File: config.mk
export PLATFORM = sky130hd
export DESIGN_NAME = dpc_regs
export DESIGN_NICKNAME = d
export VERILOG_FILES = /design/src/common/dpc_pkg.sv /design/src/design/dpc_regs.sv
export SDC_FILE = /design/constraint.sdc
export NUM_CORES = 1
export LEC_CHECK = 0
export BUFFER_PORTS_ARGS = -buffer_cell sky130_fd_sc_hd__buf_2
export CAP_MARGIN = 10
export CORE_UTILIZATION = 47
export CTS_BUF_LIST = sky130_fd_sc_hd__clkbuf_4 sky130_fd_sc_hd__clkbuf_8 sky130_fd_sc_hd__clkbuf_16
export CTS_CLUSTER_SIZE = 30
export DETAILED_ROUTE_END_ITERATION = 6
export PLACE_DENSITY = 0.81
export SLEW_MARGIN = 15
export SYNTH_ARGS = -nofsm -noshare
export SYNTH_HDL_FRONTEND = slang
export SYNTH_SLANG_ARGS = --single-unit
File: constraint.sdc
create_clock -name ref_clk -period 1.65 [get_ports ref_clk]
set_input_delay 0.165 -clock ref_clk [delete_from_list [all_inputs] [get_ports ref_clk]]
set_output_delay 0.165 -clock ref_clk [all_outputs]
set_load 0.02 [all_outputs]
File: src/common/dpc_pkg.sv
// Constants and carrier types for the diagnostic and power capability registers
package dpc_pkg;

   // ---------------------------------------------------------------
   // Register offsets (configuration space byte addresses)
   // ---------------------------------------------------------------
   localparam logic [7:0] OFS_IDENT = 8'h00;
   localparam logic [7:0] OFS_DIAG = 8'h93;
   localparam logic [7:0] OFS_CAP_ID = 8'hA0;
   localparam logic [7:0] OFS_NEXT_PTR = 8'hA1;
   localparam logic [7:0] OFS_PWR_CAP = 8'hA2;

   // ---------------------------------------------------------------
   // Diagnostic control fields
   // ---------------------------------------------------------------
   localparam int DIAG_ID_MASK_BIT = 7;
   localparam int DIAG_RO_ONE_BIT = 6;
   localparam int DIAG_CSC_ROUTE_BIT = 5;
   localparam int DIAG_DT_DIS_BIT = 4;
   localparam int DIAG_RETRY_EXT_BIT = 3;
   localparam int DIAG_CARD_DISC_BIT = 2;
   localparam int DIAG_HOST_DISC_BIT = 1;
   localparam logic [7:0] DIAG_RST = 8'h60;
   localparam logic [7:0] DIAG_RO_ONES = 8'h40;
   localparam logic [7:0] DIAG_RW_MASK = 8'hBF;

   // ---------------------------------------------------------------
   // Capability header and power capabilities word
   // ---------------------------------------------------------------
   localparam logic [7:0] CAP_ID_VAL = 8'h01;
   localparam logic [7:0] NEXT_PTR_VAL = 8'h00;
   localparam logic [15:0] PWR_CAP_RST = 16'hFE12;
   localparam int PWR_CAP_WAKE_COLD_BIT = 15;
   localparam int PWR_CAP_BYTE_HI = 3;

   // ---------------------------------------------------------------
   // Legacy socket routing match and timing counts
   // ---------------------------------------------------------------
   localparam logic [3:0] LEG805_ROUTE_VAL = 4'h0;
   localparam logic [6:0] RETRY_SHORT_CYC = 7'h10;
   localparam logic [6:0] RETRY_LONG_CYC = 7'h40;
   localparam int DISC_SHORT_EXP = 10;
   localparam int DISC_LONG_EXP = 15;
   localparam int DISC_SHORT_CYC = 2 ** DISC_SHORT_EXP;
   localparam int DISC_LONG_CYC = 2 ** DISC_LONG_EXP;
   localparam int DISC_HOST = 0;
   localparam int DISC_CARD = 1;

   // ---------------------------------------------------------------
   // Carriers
   // ---------------------------------------------------------------
   typedef struct packed {
      logic rd;
      logic wr;
      logic [7:0] addr;
      logic [3:0] be;
      logic [31:0] wdata;
   } dpc_cfg_req_s;

   typedef struct packed {
      logic valid;
      logic [31:0] rdata;
   } dpc_cfg_rsp_s;

   typedef struct packed {
      logic delayed_txn_en;
      logic [6:0] retry_limit;
      logic pme_d3cold_en;
   } dpc_ctl_s;

   typedef struct packed {
      logic [7:0] diag;
      logic wake_cold;
      dpc_cfg_rsp_s rsp;
      dpc_ctl_s ctl;
      logic csc_irq;
      logic [6:0] retry_cnt;
      logic retry_expire;
      logic [1:0] disc_run;
      logic [1:0][15:0] disc_cnt;
      logic [1:0] disc_expire;
   } dpc_state_s;

endpackage

File: src/design/dpc_regs.sv
// Diagnostic control, power capability header and their timer logic
// Function
// - Identity mask bit returns all-ones identity
// - Diagnostic bit 6 reads one, read-only
// - Routing zero: status change needs 803 bit4
// - Routing one: status change needs 805 nibble zero
// - Diagnostic bit 4 disables delayed transactions
// - Diagnostic bit 3 extends retry limit 16->64
// - Bit 2 selects card-side discard length
// - Bit 1 selects host-side discard length
// - Only global reset resets diagnostic bits, loading 60h
// - Capability identifier reads 01h, read-only
// - Next capability pointer reads zero, read-only
// - Power capabilities word resets to FE12h
// - Wake-support field defaults to all ones
// - Cold-D3 wake bit writable; firmware clears
// - Wake bits 14..11 read-only ones
// - D2_state_support bit reads one, read-only
`timescale 1ns/10ps
module dpc_regs #(
   parameter logic [15:0] VENDOR_ID = 16'h1234, // Arbitrary value
   parameter logic [15:0] DEVICE_ID = 16'h5678, // Arbitrary value
   parameter int DISC_LONG = dpc_pkg::DISC_LONG_CYC,
   parameter int DISC_SHORT = dpc_pkg::DISC_SHORT_CYC
) (
   input wire logic ref_clk,
   input wire logic sys_rst,
   input wire logic pm_state_rst,
   input wire dpc_pkg::dpc_cfg_req_s cfg_req,
   output dpc_pkg::dpc_cfg_rsp_s cfg_rsp,
   input wire logic csc_event,
   input wire logic leg803_bit4,
   input wire logic [3:0] leg805_hi,
   output logic csc_irq_pci,
   input wire logic retry_wait,
   input wire logic [1:0] disc_start,
   input wire logic [1:0] disc_done,
   output logic retry_expire,
   output logic [1:0] disc_expire,
   output dpc_pkg::dpc_ctl_s ctl
);

   // ---------------------------------------------------------------
   // Address decode
   // ---------------------------------------------------------------
   function automatic logic dw_hit(input logic [7:0] a, input logic [7:0] ofs);
      dw_hit = (a[7:2] == ofs[7:2]);
   endfunction

   function automatic logic [15:0] disc_len(input logic short_sel);
      if (short_sel) begin
         disc_len = 16'(DISC_SHORT - 1);
      end else begin
         disc_len = 16'(DISC_LONG - 1);
      end
   endfunction

   dpc_pkg::dpc_state_s st_q;
   dpc_pkg::dpc_state_s st_d;

   logic [15:0] pwr_cap;
   logic [31:0] rd_word;
   logic [1:0] disc_sel;
   logic csc_route;

   // ---------------------------------------------------------------
   // Read values
   // ---------------------------------------------------------------
   always_comb begin
      pwr_cap = {st_q.wake_cold, dpc_pkg::PWR_CAP_RST[14:0]};
      disc_sel[dpc_pkg::DISC_HOST] = st_q.diag[dpc_pkg::DIAG_HOST_DISC_BIT];
      disc_sel[dpc_pkg::DISC_CARD] = st_q.diag[dpc_pkg::DIAG_CARD_DISC_BIT];
      if (st_q.diag[dpc_pkg::DIAG_CSC_ROUTE_BIT]) begin
         csc_route = (leg805_hi == dpc_pkg::LEG805_ROUTE_VAL);
      end else begin
         csc_route = leg803_bit4;
      end
      if (dw_hit(cfg_req.addr, dpc_pkg::OFS_IDENT)) begin
         if (st_q.diag[dpc_pkg::DIAG_ID_MASK_BIT]) begin
            rd_word = 32'hFFFFFFFF;
         end else begin
            rd_word = {DEVICE_ID, VENDOR_ID};
         end
      end else if (dw_hit(cfg_req.addr, dpc_pkg::OFS_DIAG)) begin
         rd_word = {st_q.diag | dpc_pkg::DIAG_RO_ONES, 24'h000000};
      end else if (dw_hit(cfg_req.addr, dpc_pkg::OFS_CAP_ID)) begin
         rd_word = {pwr_cap, dpc_pkg::NEXT_PTR_VAL, dpc_pkg::CAP_ID_VAL};
      end else begin
         rd_word = 32'h00000000;
      end
   end

   // ---------------------------------------------------------------
   // Next state
   // ---------------------------------------------------------------
   always_comb begin
      st_d = st_q;
      st_d.rsp.valid = cfg_req.rd;
      if (cfg_req.rd) begin
         st_d.rsp.rdata = rd_word;
      end
      if (cfg_req.wr && cfg_req.be[3]) begin
         if (dw_hit(cfg_req.addr, dpc_pkg::OFS_DIAG)) begin
            st_d.diag = (cfg_req.wdata[31:24] & dpc_pkg::DIAG_RW_MASK)
               | dpc_pkg::DIAG_RO_ONES;
         end else if (dw_hit(cfg_req.addr, dpc_pkg::OFS_PWR_CAP)) begin
            st_d.wake_cold = cfg_req.wdata[31];
         end
      end

      st_d.csc_irq = csc_event && csc_route;

      st_d.ctl.delayed_txn_en = !st_q.diag[dpc_pkg::DIAG_DT_DIS_BIT];
      st_d.ctl.retry_limit = st_q.diag[dpc_pkg::DIAG_RETRY_EXT_BIT] ?
         dpc_pkg::RETRY_LONG_CYC : dpc_pkg::RETRY_SHORT_CYC;
      st_d.ctl.pme_d3cold_en = st_q.wake_cold;

      // Retry latency: counts waited cycles, one pulse at the limit
      st_d.retry_expire = 1'b0;
      if (!retry_wait || !st_q.ctl.delayed_txn_en) begin
         st_d.retry_cnt = 7'h00;
      end else if (st_q.retry_cnt != st_q.ctl.retry_limit) begin
         st_d.retry_cnt = st_q.retry_cnt + 7'h01;
         st_d.retry_expire = (st_q.retry_cnt == st_q.ctl.retry_limit - 7'h01);
      end

      // Discard timers, index 0 host side, 1 card side
      for (int i = 0; i < 2; i++) begin
         st_d.disc_expire[i] = 1'b0;
         if (disc_done[i] || !st_q.ctl.delayed_txn_en) begin
            st_d.disc_run[i] = 1'b0;
            st_d.disc_cnt[i] = 16'h0000;
         end else if (disc_start[i]) begin
            st_d.disc_run[i] = 1'b1;
            st_d.disc_cnt[i] = 16'h0000;
         end else if (st_q.disc_run[i]) begin
            if (st_q.disc_cnt[i] == disc_len(disc_sel[i])) begin
               st_d.disc_run[i] = 1'b0;
               st_d.disc_expire[i] = 1'b1;
            end else begin
               st_d.disc_cnt[i] = st_q.disc_cnt[i] + 16'h0001;
            end
         end
      end

      // Power-state reset stops transfers but keeps register bits
      if (pm_state_rst) begin
         st_d.disc_run = 2'b00;
         st_d.disc_cnt = '0;
         st_d.retry_cnt = 7'h00;
      end
   end

   // ---------------------------------------------------------------
   // State register
   // ---------------------------------------------------------------
   always_ff @(posedge ref_clk) begin
      if (sys_rst) begin
         st_q <= '0;
         st_q.diag <= dpc_pkg::DIAG_RST;
         st_q.wake_cold <= dpc_pkg::PWR_CAP_RST[dpc_pkg::PWR_CAP_WAKE_COLD_BIT];
         st_q.ctl.delayed_txn_en <= 1'b1;
         st_q.ctl.retry_limit <= dpc_pkg::RETRY_SHORT_CYC;
         st_q.ctl.pme_d3cold_en <= 1'b1;
      end else begin
         st_q <= st_d;
      end
   end

   assign cfg_rsp = st_q.rsp;
   assign csc_irq_pci = st_q.csc_irq;
   assign retry_expire = st_q.retry_expire;
   assign disc_expire = st_q.disc_expire;
   assign ctl = st_q.ctl;

endmodule // dpc_regs

## Word level (Yosys, flattened, before mapping)

Cells that the tools add are included.

- Logic and storage cells: 76
- Flip-flop bits (word level): 95

- Eq/ne operators: 6
- Bitwise logic cells: 6
- Reduce and logical (&&, ||, !) cells: 22
- Mux-type cells: 22
- $add $sub $neg: 4

Operators by type and width:

| operator | count |
|---|---|
| $mux W32 | 4 |
| $mux W16 | 6 |
| $add A16 B1 Y16 const B | 2 |
| $eq A16 B16 Y1 | 2 |
| $mux W15 | 2 |
| $reduce_or A4 Y1 | 4 |
| $eq A6 B6 Y1 const B | 2 |
| $reduce_or A3 Y1 | 4 |
| $mux W1 | 9 |
| $add A7 B1 Y7 const B | 1 |
| $eq A7 B7 Y1 | 1 |
| $mux W7 | 1 |
| $ne A7 B7 Y1 | 1 |
| $sub A7 B1 Y7 const B | 1 |
| $logic_not A6 Y1 | 1 |
| $not A1 Y1 | 6 |
| $reduce_and A2 Y1 | 3 |
| $logic_not A4 Y1 | 1 |
| $logic_not A1 Y1 | 3 |
| $logic_or A1 B1 Y1 | 3 |
| $reduce_and A3 Y1 | 1 |
| $logic_and A1 B1 Y1 | 2 |

## Longest topological paths before layout

Gate-level depths: netlist (run 1).

- Depth in word-level cells: 8
- Mapped depth: 7
- Mapped depth without buffers: 6

## Least setup slack after synthesis (run 1)

No wires, ideal clock.

- Path kind: register -> register
- Start: reg st_q[14] (netlist bit)
- End: reg st_q[9] (netlist bit)
- Path buffers: 1
- Setup time: 0.071 ns
- Period minus slack after synthesis: 1.774 ns
- Arrival: 1.703 ns
- Setup slack: -0.124 ns
- Stages on the path, launching flop included: 7
- Data required time: 1.579 ns
- Path through: dfxtp_1 -> nor4b_1 -> a41oi_2 -> o41ai_4 -> buf_6 -> o31ai_1 -> a21oi_1

- Longest elaborated chain between the ends: 3

RTL lines:

| what | line | RTL |
|---|---|---|
| from (decl) | dpc_regs.sv:58 | `dpc_pkg::dpc_state_s st_q;` |
| from (signal assigned) | dpc_regs.sv:166 | `st_q <= st_d;` |
| $eq A16 B16 Y1 | dpc_regs.sv:137 | `if (st_q.disc_cnt[i] == disc_len(disc_sel[i])) begin` |
| $not A1 Y1 (no line) | -- |  |
| $reduce_and A2 Y1 (no line) | -- |  |

Every way passes these cells.
A chain may end at the register's enable or synchronous reset.

## Worst setup path after layout (run 1)

- Start: reg st_q[7] (netlist bit)
- End: reg st_q[2] (netlist bit)

Same word-level chain as after synthesis.

==> summary.md, run 1 <==
| Metric | Value |
|---|---|
| Hold path start | `disc_done[1]` |
| Ys flop type | `dfxtp_1` |
| Commonest non-fill, non-tap cell in the layout | `buf_2` |
| Remaining antenna violation count | `0` |
| CTS tree | `yes` |
| Crit path max fanout | `5` |
| Vias per inst | `5.41` |
| Critical path class | `reg2reg` |
| Final setup margin | `-0.0437 ns` |
| R2r setup slk | `-0.04 ns` |
| Status | `finished, violations left` |
| Vias | `3300` |
| CP Data Required Time | `~1.9 ns` |
| Hold_ws | `~0.025 ns` |
| F_max | `0.590 GHz` |
| Placeable Area | `0.00725 mm^2` |
| Critical path launch point type | `flop` |
| Worst skew pair latency | `roughly 0.35 ns` |
| GRT overflow | `0` |
| Share of cells above drive strength 1 | `0.389` |
| Clk root buf | `clkbuf_8` |
| EDFF count, synth | `0` |
| First-pass GRT wire length | `13400 um` |
| Port Buffers | `70` |
| Largest delay share family, worst path | `compound AO/OA/AOI/OAI gates` |
| # rows | `31` |
| Initial antenna violation count | `0` |
| Ant diodes | `0` |
| Ys Warns | `0` |
| Hold buffers post-CTS | `0` |
| Buffers & Inverters on Critical Path | `1` |
| Leakage power | `0.00189 uW` |
| Final Cell Area | `0.00457 mm^2` |
| Final HPWL DP | `5990 um` |
| Maxcap violations | `0` |
| Max VDD drop | `0.000361 V` |
| Detailed Route Iter0 Violations | `247` |
| Die ar. | `0.00786 mm^2` |
| Routed length per instance | `14.3 um` |
| Max clock buf depth | `2` |
| Vias in the first global route | `3203` |
| Period minus WS final | `1.69 ns` |
| Cell Area, Placed | `approximately 0.0041 mm^2` |
| Hold Path Class | `in2reg` |
| Avg Cell Area, Syn | `about 8.6 um^2` |
| Synth Cell Area | `around 0.0035 mm^2` |
| Yosys cell types | `55` |
| Sequential share of the synthesized area | `0.397` |
| R2r startpoint | `st_q[7]$_SDFFE_PP0P_` |
| TritonCTS buffer count | `9` |
| Worst setup startpoint | `st_q[7]$_SDFFE_PP0P_` |
| Async S/R FF share, synth | `0` |
| Setup crit end kind | `flop` |
| GRT Resource Usage Total | `0.219` |
| CP max stage cell | `o41a_1` |
| Commonest non-fill, non-tap cells in the layout | `buf_2, buf_4, dfxtp_1, nor2_1, nand2_1` |
| Final Max Slew Viols | `0` |
| #FFs+latches synth | `70` |
| P&R area growth vs syn | `29.6%` |
| Worst path max stage delay | `0.48 ns` |
| Pre-CTS setup slack | `-0.104 ns` |
| Unrepaired setup endpoints after global routing | `yes` |
| Htree depth | `3` |
| IO Count | `106` |
| Syn Inst Count | `roughly 410` |
| Drt drc | `0` |
| Pin count of the biggest net entering global routing | `26` |
| Post-route clock period utilization | `1.03` |
| Power per cell area | `750 mW/mm^2` |
| CP cell instances | `nand4_1, buf_4, o41a_1, xnor2_1, nor2_1` |
| Nets | `570` |
| Clock-pin slew of the registers on the worst-case setup and hold paths | `around 0.080 ns` |
| Violated checks | `setup timing` |
| Routed Wire Length | `about 8700 um` |
| # setup viols final | `10` |
| Pre-antenna DRT Iters | `4` |
| Die H | `88.6 um` |
| Starting Density | `0.486` |
| CTS sink cnt | `70` |
| Fin. Hold Viols | `0` |
| Data arrival, critical path | `1.94 ns` |
| GPL Wtd Cong | `about 0.85` |
| Clock skew | `0.00730 ns` |
| Die Wd | `88.6 um` |
through the flow:
stage | total power [uW] | instances | util | TNS, ns
2_1_floorplan | 1930 | 413 | - | -0.0329
3_3_place_gp | 1990 | 587 | 0.569 | -0.272
3_5_place_dp | 1990 | 587 | 0.569 | -0.889
4_1_cts | 3440 | 605 | 0.607 | -0.0679
5_1_grt | 3540 | 610 | 0.630 | -1.33
6_report | 3430 | 610 | 0.630 | -0.160
registers in the layout (all words and copies together), names as in the netlist:
signal,count
cfg_rsp,13
disc_expire,2
st_q,46
retry_expire,1
disc_sel,2
pwr_cap,1
ctl,4
csc_irq_pci,1
power breakdown:
part	switching, uW	internal (uW)	total [uW]
combinational	144	102	246
clock	662	803	1470
sequential	12.6	1700	1720
total	819	2610	3430
worst paths after layout:
| kind | cells after the start | endpoint |
|---|---|---|
| max | 5 | st_q[2]$_SDFFE_PP0P_ |
| min | 2 | st_q[35]$_SDFF_PP0_ |
| max reg2reg | 5 | st_q[2]$_SDFFE_PP0P_ |
| min reg2reg | 1 | ctl[8]$_SDFF_PP1_ |
worst reg2reg max path, delay by kind of cell, from the launching register on:
kind	cells	cell delay, ns
AO/OA/AOI/OAI	1	0.48
AND/OR/NAND/NOR	2	0.31
buffers and inverters	1	0.22
flip-flops	1	0.40
XOR/XNOR	1	0.18
final cells by class:
cell class | instances | area (um^2)
sequential | 70 | 1420
tap | 99 | 124
timing repair buffer | 136 | 866
inverter | 12 | 45.0
clock buffer | 12 | 159
fill | 567 | 2680
clock inverter | 4 | 53.8
multi-input combinational | 277 | 1910
cells in the mapped netlist (2+ instances only):
cell type  number  area [um^2]
xnor2_1         9         78.8
nand2_1        22         82.6
o31ai_1         5         37.5
and2_1          2         12.5
a211oi_1        5         37.5
or4_1           8         60.1
o21ai_0        10         50.1
inv_1          12         45.0
or3_1           6         37.5
nand4b_1        3         26.3
o41ai_1         2         17.5
buf_4          44          330
dfxtp_1        70         1400
o211ai_1        4         30.0
ha_1            4         50.1
nor3_1         18         90.1
nand2b_1        4         25.0
a21oi_1        19         95.1
buf_2           2         10.0
xor2_1         12          105
nor4b_1         2         17.5
nor3b_1         2         15.0
or2_2           2         12.5
o21ai_1         3         15.0
a31oi_1         3         18.8
a2bb2oi_1       2         17.5
nor2_1         54          203
mux2i_1        11          110
o2111ai_1       6         52.6
o21a_1          2         15.0
and4_1          2         17.5
nand4_1         7         43.8
and3_1          5         31.3
nand3b_1        2         15.0
clkbuf_1        7         26.3
nand3_1        17         85.1
nor4_1          3         18.8
routing by layer:
metal / GRT usage / vias up / wire length, um
met5: 0 / - / 0
met3: 0.0457 / 25 / 315
met1: 0.242 / 1576 / 3600
li1: - / 1604 / -
met4: 0.0968 / 0 / 217
met2: 0.404 / 95 / 4590
cells by family (layout without fill, tap and decap cells):
logic type | count (synthesis) | in the layout | share of synthesized area
AND/OR/NAND/NOR | 166 | 166 | 0.244
AO/OA/AOI/OAI | 70 | 70 | 0.140
flip-flops | 70 | 70 | 0.397
buffers and inverters | 66 | 164 | 0.120
XOR/XNOR | 21 | 21 | 0.0521
multiplexers | 11 | 11 | 0.0312
adder cells (fa/ha/maj) | 4 | 4 | 0.0142
other | 1 | 5 | 0.00106
what timing repair did:
item                                   in CTS  in global routing
resized for setup                          13                 30
setup buffers                               2                  5
endpoints found under the hold margin       0                  0
pin swaps                                   6                 14
setup endpoints to repair                  22                 30
No activity file was read; power rests on OpenSTA's default activity.
==> inputs of run 2 (changes only) <==
--- a/config.mk
+++ b/config.mk
@@ -8,7 +8,6 @@
 export BUFFER_PORTS_ARGS = -buffer_cell sky130_fd_sc_hd__buf_2
 export CAP_MARGIN = 10
 export CORE_UTILIZATION = 47
-export CTS_BUF_LIST = sky130_fd_sc_hd__clkbuf_4 sky130_fd_sc_hd__clkbuf_8 sky130_fd_sc_hd__clkbuf_16
 export CTS_CLUSTER_SIZE = 30
 export DETAILED_ROUTE_END_ITERATION = 6
 export PLACE_DENSITY = 0.81
@@ -16,3 +15,4 @@
 export SYNTH_ARGS = -nofsm -noshare
 export SYNTH_HDL_FRONTEND = slang
 export SYNTH_SLANG_ARGS = --single-unit
+export TNS_END_PERCENT = 10
==> summary.md, run 2 (same netlist as run 1, synthesis figures left out) <==
| Metric | Value |
|---|---|
| Initial antenna violation count | `0` |
| Hold path cells | `2` |
| Maxcap violations | `0` |
| Share of cells above drive strength 1 | `0.374` |
| Die H | `between 80 and 90 um` |
| Setup crit end kind | `flop` |
| Worst skew pair latency | `0.34 ns` |
| Remaining antenna violation count | `0` |
| Period minus WS final | `1.77 ns` |
| Post-route clock period utilization | `1.08` |
| TritonCTS buffer count | `9` |
| Clock network fraction of total power | `0.374` |
| Final HPWL DP | `6120 um` |
| Max clock buf depth | `2` |
| GRT overflow | `0` |
| Routed Wire Length | `between 8000 and 9000 um` |
| R2r setup slk | `-0.12 ns` |
| Combinational Power Share | `0.079` |
| First-pass GRT wire length | `13700 um` |
| CP cell instances | `and3_4, a41oi_4, o41ai_4, buf_4, or4_4, a21oi_2` |
| Crit path max fanout | `4` |
| Hold path endpoint | `st_q[35]$_SDFF_PP0_` |
| IO Count | `~110` |
| F_max | `0.564 GHz` |
| # rows | `31` |
| Commonest non-fill, non-tap cell in the layout | `buf_2` |
| Final setup margin | `-0.124 ns` |
| Ant diodes | `0` |
| Clk root buf | `clkbuf_8` |
| R2r startpoint | `st_q[15]$_SDFFE_PP0P_` |
| GPL Wtd Cong | `just over 0.9` |
| # setup viols final | `14` |
| Clock-pin slew of the registers on the worst-case setup and hold paths | `0.07 ns` |
| Starting Density | `0.486` |
| Pre-antenna DRT Iters | `6` |
| Vias | `3314` |
| P&R area growth vs syn | `27.0%` |
| Largest delay share family, worst path | `simple AND/OR/NAND/NOR gates` |
| Die Wd | `88.6 um` |
| Data arrival, critical path | `2.05 ns` |
| Pre-CTS setup slack | `-0.248 ns` |
| Unrepaired setup endpoints after global routing | `yes` |
| Placeable Area | `around 0.0073 mm^2` |
| Worst Reg2Reg Path Length in Cells | `6` |
| Fillers | `627` |
| CTS sink cnt | `70` |
| Max VDD drop | `0.000731 V` |
| Routed length per instance | `between 10 and 15 um` |
| CTS tree | `yes` |
| Pin count of the biggest net entering global routing | `26` |
| Leakage power | `~0.0019 uW` |
| Hold Path Class | `in2reg` |
| Max FFs per register | `46` |
| Violated checks | `setup timing` |
| Reg2reg end | `st_q[15]$_SDFFE_PP0P_` |
| Die ar. | `just under 0.008 mm^2` |
| Net switching fraction of the power | `0.251` |
| Hold path start | `disc_done[1]` |
| Power per cell area | `700 mW/mm^2` |
| CP max stage cell | `or4_4` |
| Net switching power | `786 uW` |
| Worst path max stage delay | `0.49 ns` |
| Nets | `573` |
| Sequential share of power | `0.548` |
| Int Pwr | `2350 uW` |
| Vias per inst | `5.41` |
| Largest Register | `st_q` |
| Critical path class | `reg2reg` |
| Commonest non-fill, non-tap cells in the layout | `buf_2, buf_4, dfxtp_1, nor2_1, nand2_1` |
| Layout Utilization | `0.617` |
| Drt drc | `0` |
| Fin. Hold Viols | `0` |
| Critical path launch point type | `flop` |
| Clock skew | `0.00516 ns` |
| Vias in the first global route | `3093` |
| Detailed Route Iter0 Violations | `143` |
| Port Buffers | `70` |
| Design Power | `3130 uW` |
| CP Data Required Time | `1.92 ns` |
| GRT Resource Usage Total | `0.224` |
| Htree depth | `3` |
| Buffers & Inverters on Critical Path | `1` |
| Status | `finished, violations left` |
| Final Max Slew Viols | `0` |
-- run 2: cell count changes in the layout (fill, tap and decap cells not counted), sizes merged --
cell / previous run / this run
clkinv: 0 / 4
bufinv: 1 / 0
clkinvlp: 2 / 0
inv: 13 / 12
buf: 136 / 139
-- run 2: power by group through the flow --
stage	combinational (uW)	clock [uW]	sequential, uW
detailed placement	238	0	1750
global route	265	1260	1720
global placement	233	0	1750
CTS	243	1190	1720
floorplan	174	0	1750
finish	246	1170	1720
-- run 2: repair_timing --
action,in CTS,in global routing
resized for setup,21,19
gates cloned,1,0
buffers inserted,4,0
pin swaps,11,5
endpoints found under the setup margin,22,28
hold buffers,0,0
-- run 2: worst max-delay path by stage --
stage                     startpoint               endpoint  slack (ns)  cells after the start
2_1_floorplan  st_q[14]$_SDFFE_PP0P_   st_q[9]$_SDFFE_PP0P_       -0.06                      6
3_3_place_gp   st_q[14]$_SDFFE_PP0P_   st_q[2]$_SDFFE_PP0P_       -0.11                      6
3_5_place_dp   st_q[14]$_SDFFE_PP0P_   st_q[4]$_SDFFE_PP0P_       -0.25                      5
4_1_cts        st_q[13]$_SDFFE_PP0P_   st_q[2]$_SDFFE_PP0P_       -0.08                      7
5_1_grt        st_q[14]$_SDFFE_PP0P_   st_q[2]$_SDFFE_PP0P_       -0.17                      6
6_report       st_q[15]$_SDFFE_PP0P_  st_q[15]$_SDFFE_PP0P_       -0.12                      6
-- run 2: cell type report --
type                            count  area, um^2  share of cell area
Timing Repair Buffer              139         881               0.197
Tap cell                           99         124              0.0277
Clock inverter                      4        23.8             0.00531
Sequential cell                    70        1410               0.315
Multi-Input combinational cell    277        1860               0.415
Clock buffer                       12         135              0.0302
Inverter                           12        45.0              0.0101
-- run 2: layer usage --
layer | wire length (um) | GRT usage | up-vias
met2 | 4510 | 0.409 | 117
met1 | 3550 | 0.256 | 1568
met3 | 486 | 0.0550 | 15
met5 | 0 | 0 | -
met4 | 140 | 0.0733 | 0
li1 | - | - | 1614
-- run 2: metrics by stage --
step	area, um^2	setup TNS (ns)	cells	hold slack (ns)
finish	4480	-0.754	613	0.0212
global route	4480	-2.31	613	0.0247
CTS	4400	-0.475	613	0.00513
detailed placement	4130	-1.87	592	0.379
global placement	4130	-0.856	592	0.364
floorplan	3550	-0.505	413	0.238
-- run 2: worst register-to-register path, delay by kind of cell, from the launching register on --
kind | cells | cell delay, ns
DFF | 1 | 0.34
and+or+nand+nor | 2 | 0.69
buffers and inverters | 1 | 0.17
AOI/OAI and AO/OA | 3 | 0.50
